File: src/common/lmm_regs.svh
// constants of the life and maintenance monitor: offsets, fields, codes
// assumes a 100 MHz core clock and 16-bit register data
//
// What this block does
// - measured capacitor percent; at or below 85 sets bit1
// - state codes 0,1,2,3,8,9; only 0,1 writable
// - armed state starts 1s stimulus at power loss
// - disturbances end measurement as 8, 9 or stay 1
// - fan at half speed sets bit2 and alarm
// - any single slow fan raises fan condition
// - count energized hours, save hourly, show per 100h
// - partial hours are never counted
// - timer value saturates at 9998
// - alarm when timer reaches threshold; 9999 disables
// - terminal codes 95 active-high, 195 active-low
// - life alarm is OR of four status bits
`ifndef LMM_REGS_SVH
`define LMM_REGS_SVH

// ********************************
// register offsets (byte addresses)
// ********************************
`define LMM_OFS_LIFE_STATUS 8'h00
`define LMM_OFS_CAP_PERCENT 8'h04
`define LMM_OFS_MEAS_STATE 8'h08
`define LMM_OFS_HOURS_TIMER 8'h0C
`define LMM_OFS_ALARM_THRESH 8'h10
`define LMM_OFS_IRQ_STATUS 8'h14
`define LMM_OFS_IRQ_MASK 8'h18
`define LMM_OFS_TERM_BASE 8'h20
`define LMM_TERM_IDX_LSB 2

// ********************************
// fields and values
// ********************************
`define LMM_BIT_CTRL_CAP 0
`define LMM_BIT_MAIN_CAP 1
`define LMM_BIT_FAN 2
`define LMM_BIT_INRUSH 3
`define LMM_IRQ_MEAS_END 0
`define LMM_IRQ_LIFE 1
`define LMM_IRQ_MAINT 2
`define LMM_IRQ_W 3
`define LMM_CAP_FULL 8'h64
`define LMM_CAP_LIMIT 8'h55
`define LMM_TIMER_MAX 16'h270E
`define LMM_THRESH_OFF 16'h270F
`define LMM_HOURS_PER_UNIT 7'h63
`define LMM_ST_IDLE 4'h0
`define LMM_ST_ARMED 4'h1
`define LMM_ST_MEAS 4'h2
`define LMM_ST_DONE 4'h3
`define LMM_ST_FORCED 4'h8
`define LMM_ST_ERROR 4'h9

// ********************************
// terminal function codes
// ********************************
`define LMM_FC_LIFE_POS 8'h5A
`define LMM_FC_LIFE_NEG 8'hBE
`define LMM_FC_MAINT_POS 8'h5F
`define LMM_FC_MAINT_NEG 8'hC3

// ********************************
// timing
// ********************************
`define LMM_CLK_HZ 64'd100000000
`define LMM_STIM_S 64'd1
`define LMM_HOUR_S 64'd3600
`define LMM_STIM_CYCLES (`LMM_STIM_S * `LMM_CLK_HZ)
`define LMM_HOUR_CYCLES (`LMM_HOUR_S * `LMM_CLK_HZ)

`endif

File: src/common/lmm_pkg.sv
// types shared by the life and maintenance monitor
// assumes lmm_regs.svh supplies the numeric constants
package lmm_pkg;
  // measurement sequencer, one-hot
  typedef enum logic [5:0] {
    LMM_S_IDLE = 6'h01,
    LMM_S_ARMED = 6'h02,
    LMM_S_MEAS = 6'h04,
    LMM_S_DONE = 6'h08,
    LMM_S_FORCED = 6'h10,
    LMM_S_ERROR = 6'h20
  } lmm_meas_t;
endpackage : lmm_pkg

File: src/design/lmm_top.sv
// life and maintenance monitor: capacitor measurement, fan, hours timer
// assumes pin inputs are asynchronous; register port is synchronous
`timescale 1ns/100ps
`include "lmm_regs.svh"
module lmm_top
  import lmm_pkg::*;
#(
  parameter int N_FAN = 2,
  parameter int N_TERM = 7,
  parameter logic [39:0] HOUR_CYCLES = 40'(`LMM_HOUR_CYCLES),
  parameter logic [31:0] STIM_CYCLES = 32'(`LMM_STIM_CYCLES)
) (
  input wire logic core_clk_i,
  input wire logic reset_n_i,
  input wire logic [7:0] reg_addr_i,
  input wire logic [15:0] reg_wdata_i,
  input wire logic reg_wr_i,
  input wire logic reg_rd_i,
  output logic [15:0] reg_rdata_o,
  input wire logic supply_ok_i, // pin: mains present
  input wire logic motor_present_i, // pin
  input wire logic motor_coasting_i, // pin
  input wire logic output_shutoff_input_i, // pin
  input wire logic start_cmd_i, // pin
  input wire logic alarm_stop_i, // pin
  input wire logic meas_error_i, // pin: front end saw a bad measurement
  input wire logic [7:0] cap_meas_pct_i, // front-end result, stable at stimulus end
  input wire logic [N_FAN-1:0] fan_slow_i, // pins: fan at or below half speed
  input wire logic ctrl_cap_life_i, // pin: control capacitor worn
  input wire logic inrush_life_i, // pin: inrush circuit worn
  output logic dc_stim_o, // motor stimulus enable
  output logic fan_fault_indication_o,
  output logic maint_due_indication_o,
  output logic life_alarm_out_o,
  output logic maint_timer_alarm_out_o,
  output logic [N_TERM-1:0] terminal_o,
  output logic nv_save_o, // one-cycle pulse per completed hour
  output logic [15:0] nv_hours_o, // timer value to store
  output logic [6:0] nv_sub_o, // hours into the current 100h unit
  output logic irq_o
);
  localparam int NS = 7 + N_FAN; // synchronised pin count

  // ********************************
  // pin synchronisers
  // ********************************
  logic [NS-1:0] sync1_r; // first stage, read only by sync2_r
  logic [NS-1:0] sync2_r;
  logic pw_ok, mot_ok, coast, shutoff, start, alm_stop, m_err;
  logic fan_any;

  always_ff @(posedge core_clk_i or negedge reset_n_i) begin
    if (!reset_n_i) begin
      sync1_r <= '0;
      sync2_r <= '0;
    end else begin
      sync1_r <= {fan_slow_i, meas_error_i, alarm_stop_i, start_cmd_i,
                  output_shutoff_input_i, motor_coasting_i, motor_present_i,
                  supply_ok_i};
      sync2_r <= sync1_r;
    end
  end

  assign pw_ok = sync2_r[0];
  assign mot_ok = sync2_r[1];
  assign coast = sync2_r[2];
  assign shutoff = sync2_r[3];
  assign start = sync2_r[4];
  assign alm_stop = sync2_r[5];
  assign m_err = sync2_r[6];
  assign fan_any = |sync2_r[NS-1:7]; // one slow fan is enough

  // separate sync for the two external life flags
  logic [1:0] ext1_r; // first stage only
  logic [1:0] ext2_r;
  always_ff @(posedge core_clk_i or negedge reset_n_i) begin
    if (!reset_n_i) begin
      ext1_r <= '0;
      ext2_r <= '0;
    end else begin
      ext1_r <= {inrush_life_i, ctrl_cap_life_i};
      ext2_r <= ext1_r;
    end
  end

  // ********************************
  // register strobes
  // ********************************
  logic wr_state, wr_timer, wr_thresh, wr_mask, rd_irq;
  assign wr_state = reg_wr_i && reg_addr_i == `LMM_OFS_MEAS_STATE;
  assign wr_timer = reg_wr_i && reg_addr_i == `LMM_OFS_HOURS_TIMER;
  assign wr_thresh = reg_wr_i && reg_addr_i == `LMM_OFS_ALARM_THRESH;
  assign wr_mask = reg_wr_i && reg_addr_i == `LMM_OFS_IRQ_MASK;
  assign rd_irq = reg_rd_i && reg_addr_i == `LMM_OFS_IRQ_STATUS;

  // ********************************
  // capacitor measurement sequencer
  // ********************************
  lmm_meas_t st_r, st_nxt;
  logic [31:0] stim_cnt_r, stim_cnt_nxt; // stimulus cycles elapsed
  logic [7:0] pct_r, pct_nxt; // main_cap_life_percent
  logic cap_worn_r, cap_worn_nxt;
  logic meas_end; // sequence leaves the measuring state at the next edge

  always_comb begin
    st_nxt = st_r;
    stim_cnt_nxt = stim_cnt_r;
    pct_nxt = pct_r;
    cap_worn_nxt = cap_worn_r;
    unique case (st_r)
      LMM_S_MEAS: begin
        stim_cnt_nxt = stim_cnt_r + 32'h1;
        if (pw_ok || shutoff || start) begin
          st_nxt = LMM_S_FORCED; // power back, shut off or start
        end else if (alm_stop || !mot_ok || coast || m_err) begin
          st_nxt = LMM_S_ERROR; // fault or no usable motor
        end else if (stim_cnt_r == STIM_CYCLES - 32'h1) begin
          st_nxt = LMM_S_DONE; // stimulus held for 1s
          pct_nxt = cap_meas_pct_i; // shipment value is 100
          cap_worn_nxt = cap_meas_pct_i <= `LMM_CAP_LIMIT;
        end
      end
      LMM_S_ARMED: begin
        if (wr_state && reg_wdata_i[3:0] == `LMM_ST_IDLE) begin
          st_nxt = LMM_S_IDLE;
        end else if (!pw_ok) begin
          stim_cnt_nxt = '0;
          if (alm_stop || shutoff) begin
            st_nxt = LMM_S_ARMED; // never started, stays armed
          end else if (!mot_ok || coast) begin
            st_nxt = LMM_S_ERROR;
          end else begin
            st_nxt = LMM_S_MEAS; // power removed while armed
          end
        end
      end
      default: begin
        // idle and finished states accept only 0 or 1
        if (wr_state && reg_wdata_i[3:0] == `LMM_ST_ARMED) begin
          st_nxt = LMM_S_ARMED;
        end else if (wr_state && reg_wdata_i[3:0] == `LMM_ST_IDLE) begin
          st_nxt = LMM_S_IDLE;
        end
      end
    endcase
  end

  always_ff @(posedge core_clk_i or negedge reset_n_i) begin
    if (!reset_n_i) begin
      st_r <= LMM_S_IDLE;
      stim_cnt_r <= '0;
      pct_r <= `LMM_CAP_FULL;
      cap_worn_r <= 1'b0;
    end else begin
      st_r <= st_nxt;
      stim_cnt_r <= stim_cnt_nxt;
      pct_r <= pct_nxt;
      cap_worn_r <= cap_worn_nxt;
    end
  end

  assign meas_end = st_r == LMM_S_MEAS && st_nxt != LMM_S_MEAS;
  assign dc_stim_o = st_r == LMM_S_MEAS; // stimulus only while measuring

  // state field as reported codes
  function automatic logic [3:0] state_code(input lmm_meas_t s);
    unique case (s)
      LMM_S_IDLE: state_code = `LMM_ST_IDLE;
      LMM_S_ARMED: state_code = `LMM_ST_ARMED;
      LMM_S_MEAS: state_code = `LMM_ST_MEAS;
      LMM_S_DONE: state_code = `LMM_ST_DONE;
      LMM_S_FORCED: state_code = `LMM_ST_FORCED;
      LMM_S_ERROR: state_code = `LMM_ST_ERROR;
      default: state_code = `LMM_ST_ERROR; // broken one-hot code reads as error
    endcase
  endfunction : state_code

  // ********************************
  // life status word
  // ********************************
  logic [3:0] life_word;
  logic fan_r, fan_nxt;
  assign fan_nxt = fan_any;
  assign life_word = {ext2_r[1], fan_r, cap_worn_r, ext2_r[0]};
  assign fan_fault_indication_o = fan_r;
  assign life_alarm_out_o = |life_word; // any life bit raises the alarm

  // ********************************
  // energized hours timer
  // ********************************
  logic hour_tick;
  logic [15:0] tmr_r, tmr_nxt; // energized_hours_timer, 100h units
  logic [6:0] sub_r, sub_nxt; // whole hours into current unit
  logic [15:0] thr_r, thr_nxt; // maint_alarm_threshold
  logic maint_al;
  logic [8*N_TERM-1:0] term_codes, term_codes_nxt; // terminal function codes, 8 bits each

  lmm_hour_prescaler #(
    .HOUR_CYCLES(HOUR_CYCLES)
  ) u_hour (
    .core_clk_i(core_clk_i),
    .reset_n_i(reset_n_i),
    .run_i(pw_ok),
    .tick_o(hour_tick)
  );

  always_comb begin
    tmr_nxt = tmr_r;
    sub_nxt = sub_r;
    thr_nxt = thr_r;
    if (wr_thresh && reg_wdata_i <= `LMM_THRESH_OFF) begin
      thr_nxt = reg_wdata_i; // out-of-range values ignored
    end
    if (wr_timer && reg_wdata_i == 16'h0000) begin
      tmr_nxt = '0; // only a zero write acts
      sub_nxt = '0;
    end else if (hour_tick) begin
      if (sub_r == `LMM_HOURS_PER_UNIT) begin
        sub_nxt = '0;
        if (tmr_r < `LMM_TIMER_MAX) begin
          tmr_nxt = tmr_r + 16'h1;
        end // clamp
      end else begin
        sub_nxt = sub_r + 7'h1;
      end
    end
  end

  always_ff @(posedge core_clk_i or negedge reset_n_i) begin
    if (!reset_n_i) begin
      tmr_r <= '0;
      sub_r <= '0;
      thr_r <= `LMM_THRESH_OFF;
      fan_r <= 1'b0;
      nv_save_o <= 1'b0;
    end else begin
      tmr_r <= tmr_nxt;
      sub_r <= sub_nxt;
      thr_r <= thr_nxt;
      fan_r <= fan_nxt;
      nv_save_o <= hour_tick; // hourly save of the total
    end
  end

  assign nv_hours_o = tmr_r;
  assign nv_sub_o = sub_r;
  assign maint_al = thr_r != `LMM_THRESH_OFF && tmr_r >= thr_r;
  assign maint_timer_alarm_out_o = maint_al;
  assign maint_due_indication_o = maint_al;

  lmm_out_select #(
    .N_TERM(N_TERM)
  ) u_terms (
    .core_clk_i(core_clk_i),
    .reset_n_i(reset_n_i),
    .codes_i(term_codes),
    .life_alarm_i(life_alarm_out_o),
    .maint_alarm_i(maint_al),
    .term_o(terminal_o)
  );

  // ********************************
  // terminal codes, interrupts, read port
  // ********************************
  logic [`LMM_IRQ_W-1:0] irq_st_r, irq_st_nxt, irq_mask_r, irq_mask_nxt, irq_ev;
  logic life_d_r, maint_d_r;
  logic [15:0] rdata_r, rdata_nxt;
  logic [7:0] term_ofs;

  assign irq_ev = {maint_al & ~maint_d_r, life_alarm_out_o & ~life_d_r, meas_end};
  assign term_ofs = reg_addr_i - `LMM_OFS_TERM_BASE;

  // next values; an event in the clearing read's cycle survives
  always_comb begin
    term_codes_nxt = term_codes;
    irq_mask_nxt = irq_mask_r;
    rdata_nxt = '0; // unmapped addresses read zero
    irq_st_nxt = (rd_irq ? '0 : irq_st_r) | irq_ev;
    if (wr_mask) begin
      irq_mask_nxt = reg_wdata_i[`LMM_IRQ_W-1:0];
    end
    for (int i = 0; i < N_TERM; i++) begin
      if (reg_addr_i >= `LMM_OFS_TERM_BASE && term_ofs[1:0] == 2'b00 &&
          32'(term_ofs >> `LMM_TERM_IDX_LSB) == i) begin
        if (reg_wr_i) begin
          term_codes_nxt[8*i +: 8] = reg_wdata_i[7:0];
        end
        rdata_nxt = {8'h00, term_codes[8*i +: 8]};
      end
    end
    unique case (reg_addr_i)
      `LMM_OFS_LIFE_STATUS: rdata_nxt = {12'h000, life_word};
      `LMM_OFS_CAP_PERCENT: rdata_nxt = {8'h00, pct_r};
      `LMM_OFS_MEAS_STATE: rdata_nxt = {12'h000, state_code(st_r)};
      `LMM_OFS_HOURS_TIMER: rdata_nxt = tmr_r;
      `LMM_OFS_ALARM_THRESH: rdata_nxt = thr_r;
      `LMM_OFS_IRQ_STATUS: rdata_nxt = 16'(irq_st_r);
      `LMM_OFS_IRQ_MASK: rdata_nxt = 16'(irq_mask_r);
      default: ;
    endcase
    if (!reg_rd_i) begin
      rdata_nxt = '0;
    end
  end

  always_ff @(posedge core_clk_i or negedge reset_n_i) begin
    if (!reset_n_i) begin
      term_codes <= '0;
      irq_st_r <= '0;
      irq_mask_r <= '0;
      life_d_r <= 1'b0;
      maint_d_r <= 1'b0;
      rdata_r <= '0;
    end else begin
      term_codes <= term_codes_nxt;
      irq_st_r <= irq_st_nxt;
      irq_mask_r <= irq_mask_nxt;
      life_d_r <= life_alarm_out_o;
      maint_d_r <= maint_al;
      rdata_r <= rdata_nxt;
    end
  end

  assign reg_rdata_o = rdata_r;
  assign irq_o = |(irq_st_r & irq_mask_r);
endmodule : lmm_top

File: src/design/lmm_hour_prescaler.sv
// hour prescaler for the energized-time counter
// assumes run_i is already synchronous to core_clk_i
`timescale 1ns/100ps
`include "lmm_regs.svh"
module lmm_hour_prescaler
  import lmm_pkg::*;
#(
  parameter logic [39:0] HOUR_CYCLES = 40'(`LMM_HOUR_CYCLES)
) (
  input wire logic core_clk_i,
  input wire logic reset_n_i,
  input wire logic run_i, // supply present
  output logic tick_o // one-cycle pulse per whole hour
);
  logic [39:0] cnt_r; // cycles into the current hour
  logic [39:0] cnt_nxt;
  logic tick_nxt;
  logic tick_r;

  // ********************************
  // next count
  // ********************************
  always_comb begin
    tick_nxt = 1'b0;
    if (!run_i) begin
      cnt_nxt = '0; // partial hour dropped at power loss
    end else if (cnt_r == HOUR_CYCLES - 40'h1) begin
      cnt_nxt = '0;
      tick_nxt = 1'b1; // only a completed hour ticks
    end else begin
      cnt_nxt = cnt_r + 40'h1;
    end
  end

  // registers
  always_ff @(posedge core_clk_i or negedge reset_n_i) begin
    if (!reset_n_i) begin
      cnt_r <= '0;
      tick_r <= 1'b0;
    end else begin
      cnt_r <= cnt_nxt;
      tick_r <= tick_nxt;
    end
  end

  assign tick_o = tick_r;
endmodule : lmm_hour_prescaler

File: src/design/lmm_out_select.sv
// output terminal function selection for the two alarm signals
// assumes codes come from registers in the same clock domain
`timescale 1ns/100ps
`include "lmm_regs.svh"
module lmm_out_select
  import lmm_pkg::*;
#(
  parameter int N_TERM = 7
) (
  input wire logic core_clk_i,
  input wire logic reset_n_i,
  input wire logic [8*N_TERM-1:0] codes_i, // one 8-bit code per terminal
  input wire logic life_alarm_i,
  input wire logic maint_alarm_i,
  output logic [N_TERM-1:0] term_o
);
  logic [N_TERM-1:0] term_nxt;
  logic [N_TERM-1:0] term_r;

  // map one function code to a level; unknown codes stay low
  function automatic logic term_drive(input logic [7:0] code, input logic life,
                                      input logic maint);
    unique case (code)
      `LMM_FC_LIFE_POS: term_drive = life;
      `LMM_FC_LIFE_NEG: term_drive = ~life;
      `LMM_FC_MAINT_POS: term_drive = maint;
      `LMM_FC_MAINT_NEG: term_drive = ~maint;
      default: term_drive = 1'b0;
    endcase
  endfunction : term_drive

  // ********************************
  // per-terminal decode
  // ********************************
  always_comb begin
    for (int i = 0; i < N_TERM; i++) begin
      term_nxt[i] = term_drive(codes_i[8*i +: 8], life_alarm_i, maint_alarm_i);
    end
  end

  // registered so the terminals never glitch on a code change
  always_ff @(posedge core_clk_i or negedge reset_n_i) begin
    if (!reset_n_i) begin
      term_r <= '0;
    end else begin
      term_r <= term_nxt;
    end
  end

  assign term_o = term_r;
endmodule : lmm_out_select

File: config.mk
export PLATFORM = sky130hd
export DESIGN_NAME = lmm_top
export DESIGN_NICKNAME = d
export VERILOG_FILES = /design/src/common/lmm_pkg.sv /design/src/design/lmm_top.sv /design/src/design/lmm_hour_prescaler.sv /design/src/design/lmm_out_select.sv
export VERILOG_INCLUDE_DIRS = /design/src /design/src/common
export SDC_FILE = /design/constraint.sdc
export NUM_CORES = 1
export LEC_CHECK = 0
export BUFFER_PORTS_ARGS = -buffer_cell sky130_fd_sc_hd__buf_2
export CAP_MARGIN = 20
export CORE_UTILIZATION = 48
export DETAILED_ROUTE_END_ITERATION = 8
export HOLD_SLACK_MARGIN = 0.02
export PLACE_DENSITY_LB_ADDON = 0.2
export SLEW_MARGIN = 20
export SYNTH_ARGS = -nofsm -noshare
export SYNTH_HDL_FRONTEND = slang
export SYNTH_SLANG_ARGS = --single-unit
File: constraint.sdc
create_clock -name core_clk_i -period 2.4 [get_ports core_clk_i]
set_clock_uncertainty 0.2 [all_clocks]
set_input_delay 0.12 -clock core_clk_i [delete_from_list [all_inputs] [get_ports core_clk_i]]
set_output_delay 0.12 -clock core_clk_i [all_outputs]
set_load 0.02 [all_outputs]
==> results.py <==
metrics = {
    "logic_synthesis": {
        "syn_inst": 1167,
        "synth_flop_cell": "dfrtp_1",
        "syn-num-nets": 1235,
        "syn-mean-instance-area_um2": 10.53,
        "synth_cell_type_count": 83,
        "ys_seq_elements": 238,
        "synth_area_um2": 12290,
        "synthArstFlopShare_pct": 100.0,
        "synth_edf_count": 0,
        "ys_warn_count": 0,
        "ys_seq_area_share_pct": 48.60,
    },
    "sta": {
        "tns_ns": -0.6442,
        "max_freq_mhz": 387.9,
        "period_needed_ns": 2.578,
        "rsz0062_at_grt": "true",
        "fin_crit_sh_pct": 107.4,
        "setup_slack_ns": -0.1782,
        "final-max-slew-violation-count": 0,
        "relSlewSlack_pct": 52.86,
        "setup_viol": 10,
        "finalHoldViolCount": 0,
        "worst_slew_pin_slew_ns": 0.6893,
    },
    "worst_hold_path": {
        "holdCritPathClass": "primary input to flip-flop",
        "worstHoldStart": "reg_wr_i",
    },
    "cts": {
        "path_clk_slew_ns": 0.07,
        "cts_buffers": 26,
        "cts_tree": "built",
        "root_buffer": "clkbuf_16",
        "clk_latency_ns": 0.54,
        "htreeDepth": 1,
        "cts.sinks": 238,
        "clock_path_buffers": 3,
    },
    "critical_path": {
        "worstPathArrival_ns": 2.26,
        "cp_slowest_cell": "dfstp_2",
        "timing.rr.end": "u_terms.term_o[5]$_DFF_PN0_",
        "crit_path_end": "maint_timer_alarm_out_o",
        "slowest_delay_ns": 0.53,
        "reg2reg_setup_slack_ns": -0.07,
        "cp_common_cell": "buf_6",
        "reg2reg_depth": 10,
        "path_max_fanout": 3,
        "crit_path_end_kind": "output pin",
        "crit_type": "flip-flop to output pin",
        "r2r_start": "thr_r[10]$_DFFE_PN1P_",
        "crit_start": "thr_r[10]$_DFFE_PN1P_",
        "cp-start-kind": "flip-flop",
        "crit_chain": "inv_1, ha_4, a21oi_1, a21boi_1, o311ai_2, o221ai_2, buf_6, buf_6",
        "crit_required_ns": 2.08,
    },
    "drt": {
        "firstDrtPassIters": 7,
        "vias_per_cell": 5.655,
        "postRouteAntennaNets": 0,
        "dr_total_vias": 9936,
        "drc": 0,
        "drt_iter0_markers": 841,
        "post_drt_wl_per_cell_um": 18.23,
        "routed_wl_um": 32040,
    },
    "global_route": {
        "grt.overflow.total": 0,
        "antenna_found_initial": 1,
        "track_usage_pct": 24.69,
        "grt.busiest_layer": "met2",
        "grt_pass1_vias": 9784,
        "use_met1_pct": 34.14,
        "grt_pass1_wl_um": 51580,
        "grt_max_degree": 70,
        "grt_use_met2_pct": 41.01,
        "use_met3_pct": 2.988,
    },
    "layout": {
        "fin_area_um2": 15670,
        "finalNetCount": 1474,
        "syn_to_final_growth_pct": 27.53,
        "fillCellCount": 2075,
        "final_common_cell": "dfrtp_1",
        "drive_gt1_share_pct": 27.07,
        "layout_common_cells": "224 x dfrtp_1, 144 x nor2_1, 100 x buf_4, 96 x buf_2, 87 x nand2_1",
    },
    "die": {
        "start_util_pct": 48.93,
        "io-pin-count": 100,
        "coreArea_um2": 25110,
        "fp.dieArea_um2": 26240,
        "die_y_um": 162.0,
        "rows": 58,
        "die_w_um": 162.0,
    },
    "placement": {
        "postPlaceCellArea_um2": 13870,
        "portBuffers": 99,
        "place_ws_ns": -0.1119,
        "place.detailed.hpwl_um": 21680,
        "gp_congestion": 0.9123,
    },
    "run_status": {
        "status": "finished with violations",
        "violations": "setup timing",
    },
    "power_and_ir_drop": {
        "power_density_nw_per_um2": 601.6,
        "p_leak_uw": 0.006919,
        "max-vdd-ir-drop_v": 0.0005108,
    },
    "job": {
        "drv_cap": 0,
    },
}
-- cells by family (layout without fill, tap and decap cells) --
family	count (synthesis)	after routing	share of synthesized area [%]
compound gates	179	179	10.88
xor+xnor	71	71	5.062
fa+ha+maj	21	21	2.139
buf+inv	89	348	3.198
flops	238	238	48.60
mux	104	104	10.09
other cells	0	1	0
simple gates	465	465	20.03
-- cell usage after synthesis, types with 14 or more instances --
| cell | instances | area (µm²) |
|---|---|---|
| mux2i_1 | 17 | 170.2 |
| xor2_1 | 44 | 385.4 |
| clkbuf_1 | 32 | 120.1 |
| and3_1 | 21 | 131.4 |
| nor4_1 | 14 | 87.58 |
| nand2_1 | 87 | 326.6 |
| o21ai_1 | 18 | 90.09 |
| ha_1 | 21 | 262.8 |
| mux2_2 | 41 | 461.7 |
| o21ai_0 | 34 | 170.2 |
| inv_1 | 35 | 131.4 |
| nor2_1 | 146 | 548.0 |
| nand4_1 | 27 | 168.9 |
| nand3_1 | 52 | 260.3 |
| nor3_1 | 20 | 100.1 |
| a21oi_1 | 26 | 130.1 |
| dfrtp_1 | 226 | 5655 |
| xnor2_1 | 27 | 236.5 |
| a31oi_1 | 16 | 100.1 |
| mux2_1 | 32 | 360.4 |
-- per-stage QoR --
stage | hold WS (ns) | std cells | total power, µW | util, %
global route | 0.06249 | 1757 | 9717 | 62.40
finish | 0.03787 | 1757 | 9425 | 62.40
CTS | 0.02104 | 1757 | 9499 | 61.97
global placement | -0.07500 | 1650 | 4781 | 55.24
floorplan | -0.3756 | 1167 | 4489 | -
detailed placement | -0.07825 | 1650 | 4793 | 55.24
-- per-layer routing --
| layer | routed length (µm) | up-vias |
|---|---|---|
| li1 | - | 4707 |
| met1 | 14250 | 4912 |
| met2 | 15430 | 268 |
| met3 | 1608 | 49 |
| met4 | 746 | 0 |
| met5 | 0 | - |
-- final cells by class --
type                    count  area (µm²)  area share [%]
clock buffers              35       755.7           4.824
inverters                  36       135.1          0.8625
diodes                      1       2.502         0.01597
multi-input cells         840        6128           39.12
repair buffers            264        2017           12.87
clock inverters            13       242.7           1.549
well taps                 330       412.9           2.635
flip-flops and latches    238        5973           38.12
-- worst min path at each step --
stage / to / slack (ns) / cells after the start
finish: term_codes[10]$_DFFE_PN0P_ / 0.04 / 3
floorplan: cap_worn_r$_DFFE_PN0P_ / -0.38 / 0
detailed placement: term_codes[31]$_DFFE_PN0P_ / -0.08 / 1
global route: ext1_r[0]$_DFF_PN0_ / 0.06 / 2
global placement: term_codes[26]$_DFFE_PN0P_ / -0.07 / 1
CTS: sync1_r[0]$_DFF_PN0_ / 0.02 / 2
-- repair_timing --
| item | in CTS | in global routing |
|---|---|---|
| hold buffers | 53 | 0 |
| resized for setup | 21 | 24 |
| setup buffers | 6 | 0 |
| endpoints found under the hold margin | 354 | 0 |
| pin swaps | 13 | 13 |
| endpoints found under the setup margin | 13 | 27 |
-- report_power, final --
part / switching (µW) / internal (µW) / total [µW]
clock: 1680 / 2950 / 4630
combinational: 323 / 259 / 582
sequential: 100 / 4110 / 4210
total: 2100 / 7320 / 9430
-- critical path, delay by kind of cell, from the launching register on --
kind                     cells  cell delay, ns
flip-flops                   1            0.53
buffers and inverters        3            0.33
AO/OA/AOI/OAI                4            0.63
adder cells (fa/ha/maj)      1            0.21
-- state kept, by name, indices dropped and copies added (netlist names) --
signal and count:
nv_hours_o 16, ext1_r 2, reg_rdata_o 16, fan_fault_indication_o 1
ext2_r 2, nv_save_o 1, sync1_r 9, maint_d_r 1
pct_r 8, life_d_r 1, sync2_r 9, u_hour.tick_o 1
irq_mask_r 3, cap_worn_r 1, u_hour.cnt_r 40, thr_r 16
stim_cnt_r 32, u_terms.term_o 7, nv_sub_o 7, st_r 6
irq_st_r 3, term_codes 56
Power figures use the tool's default switching activity.
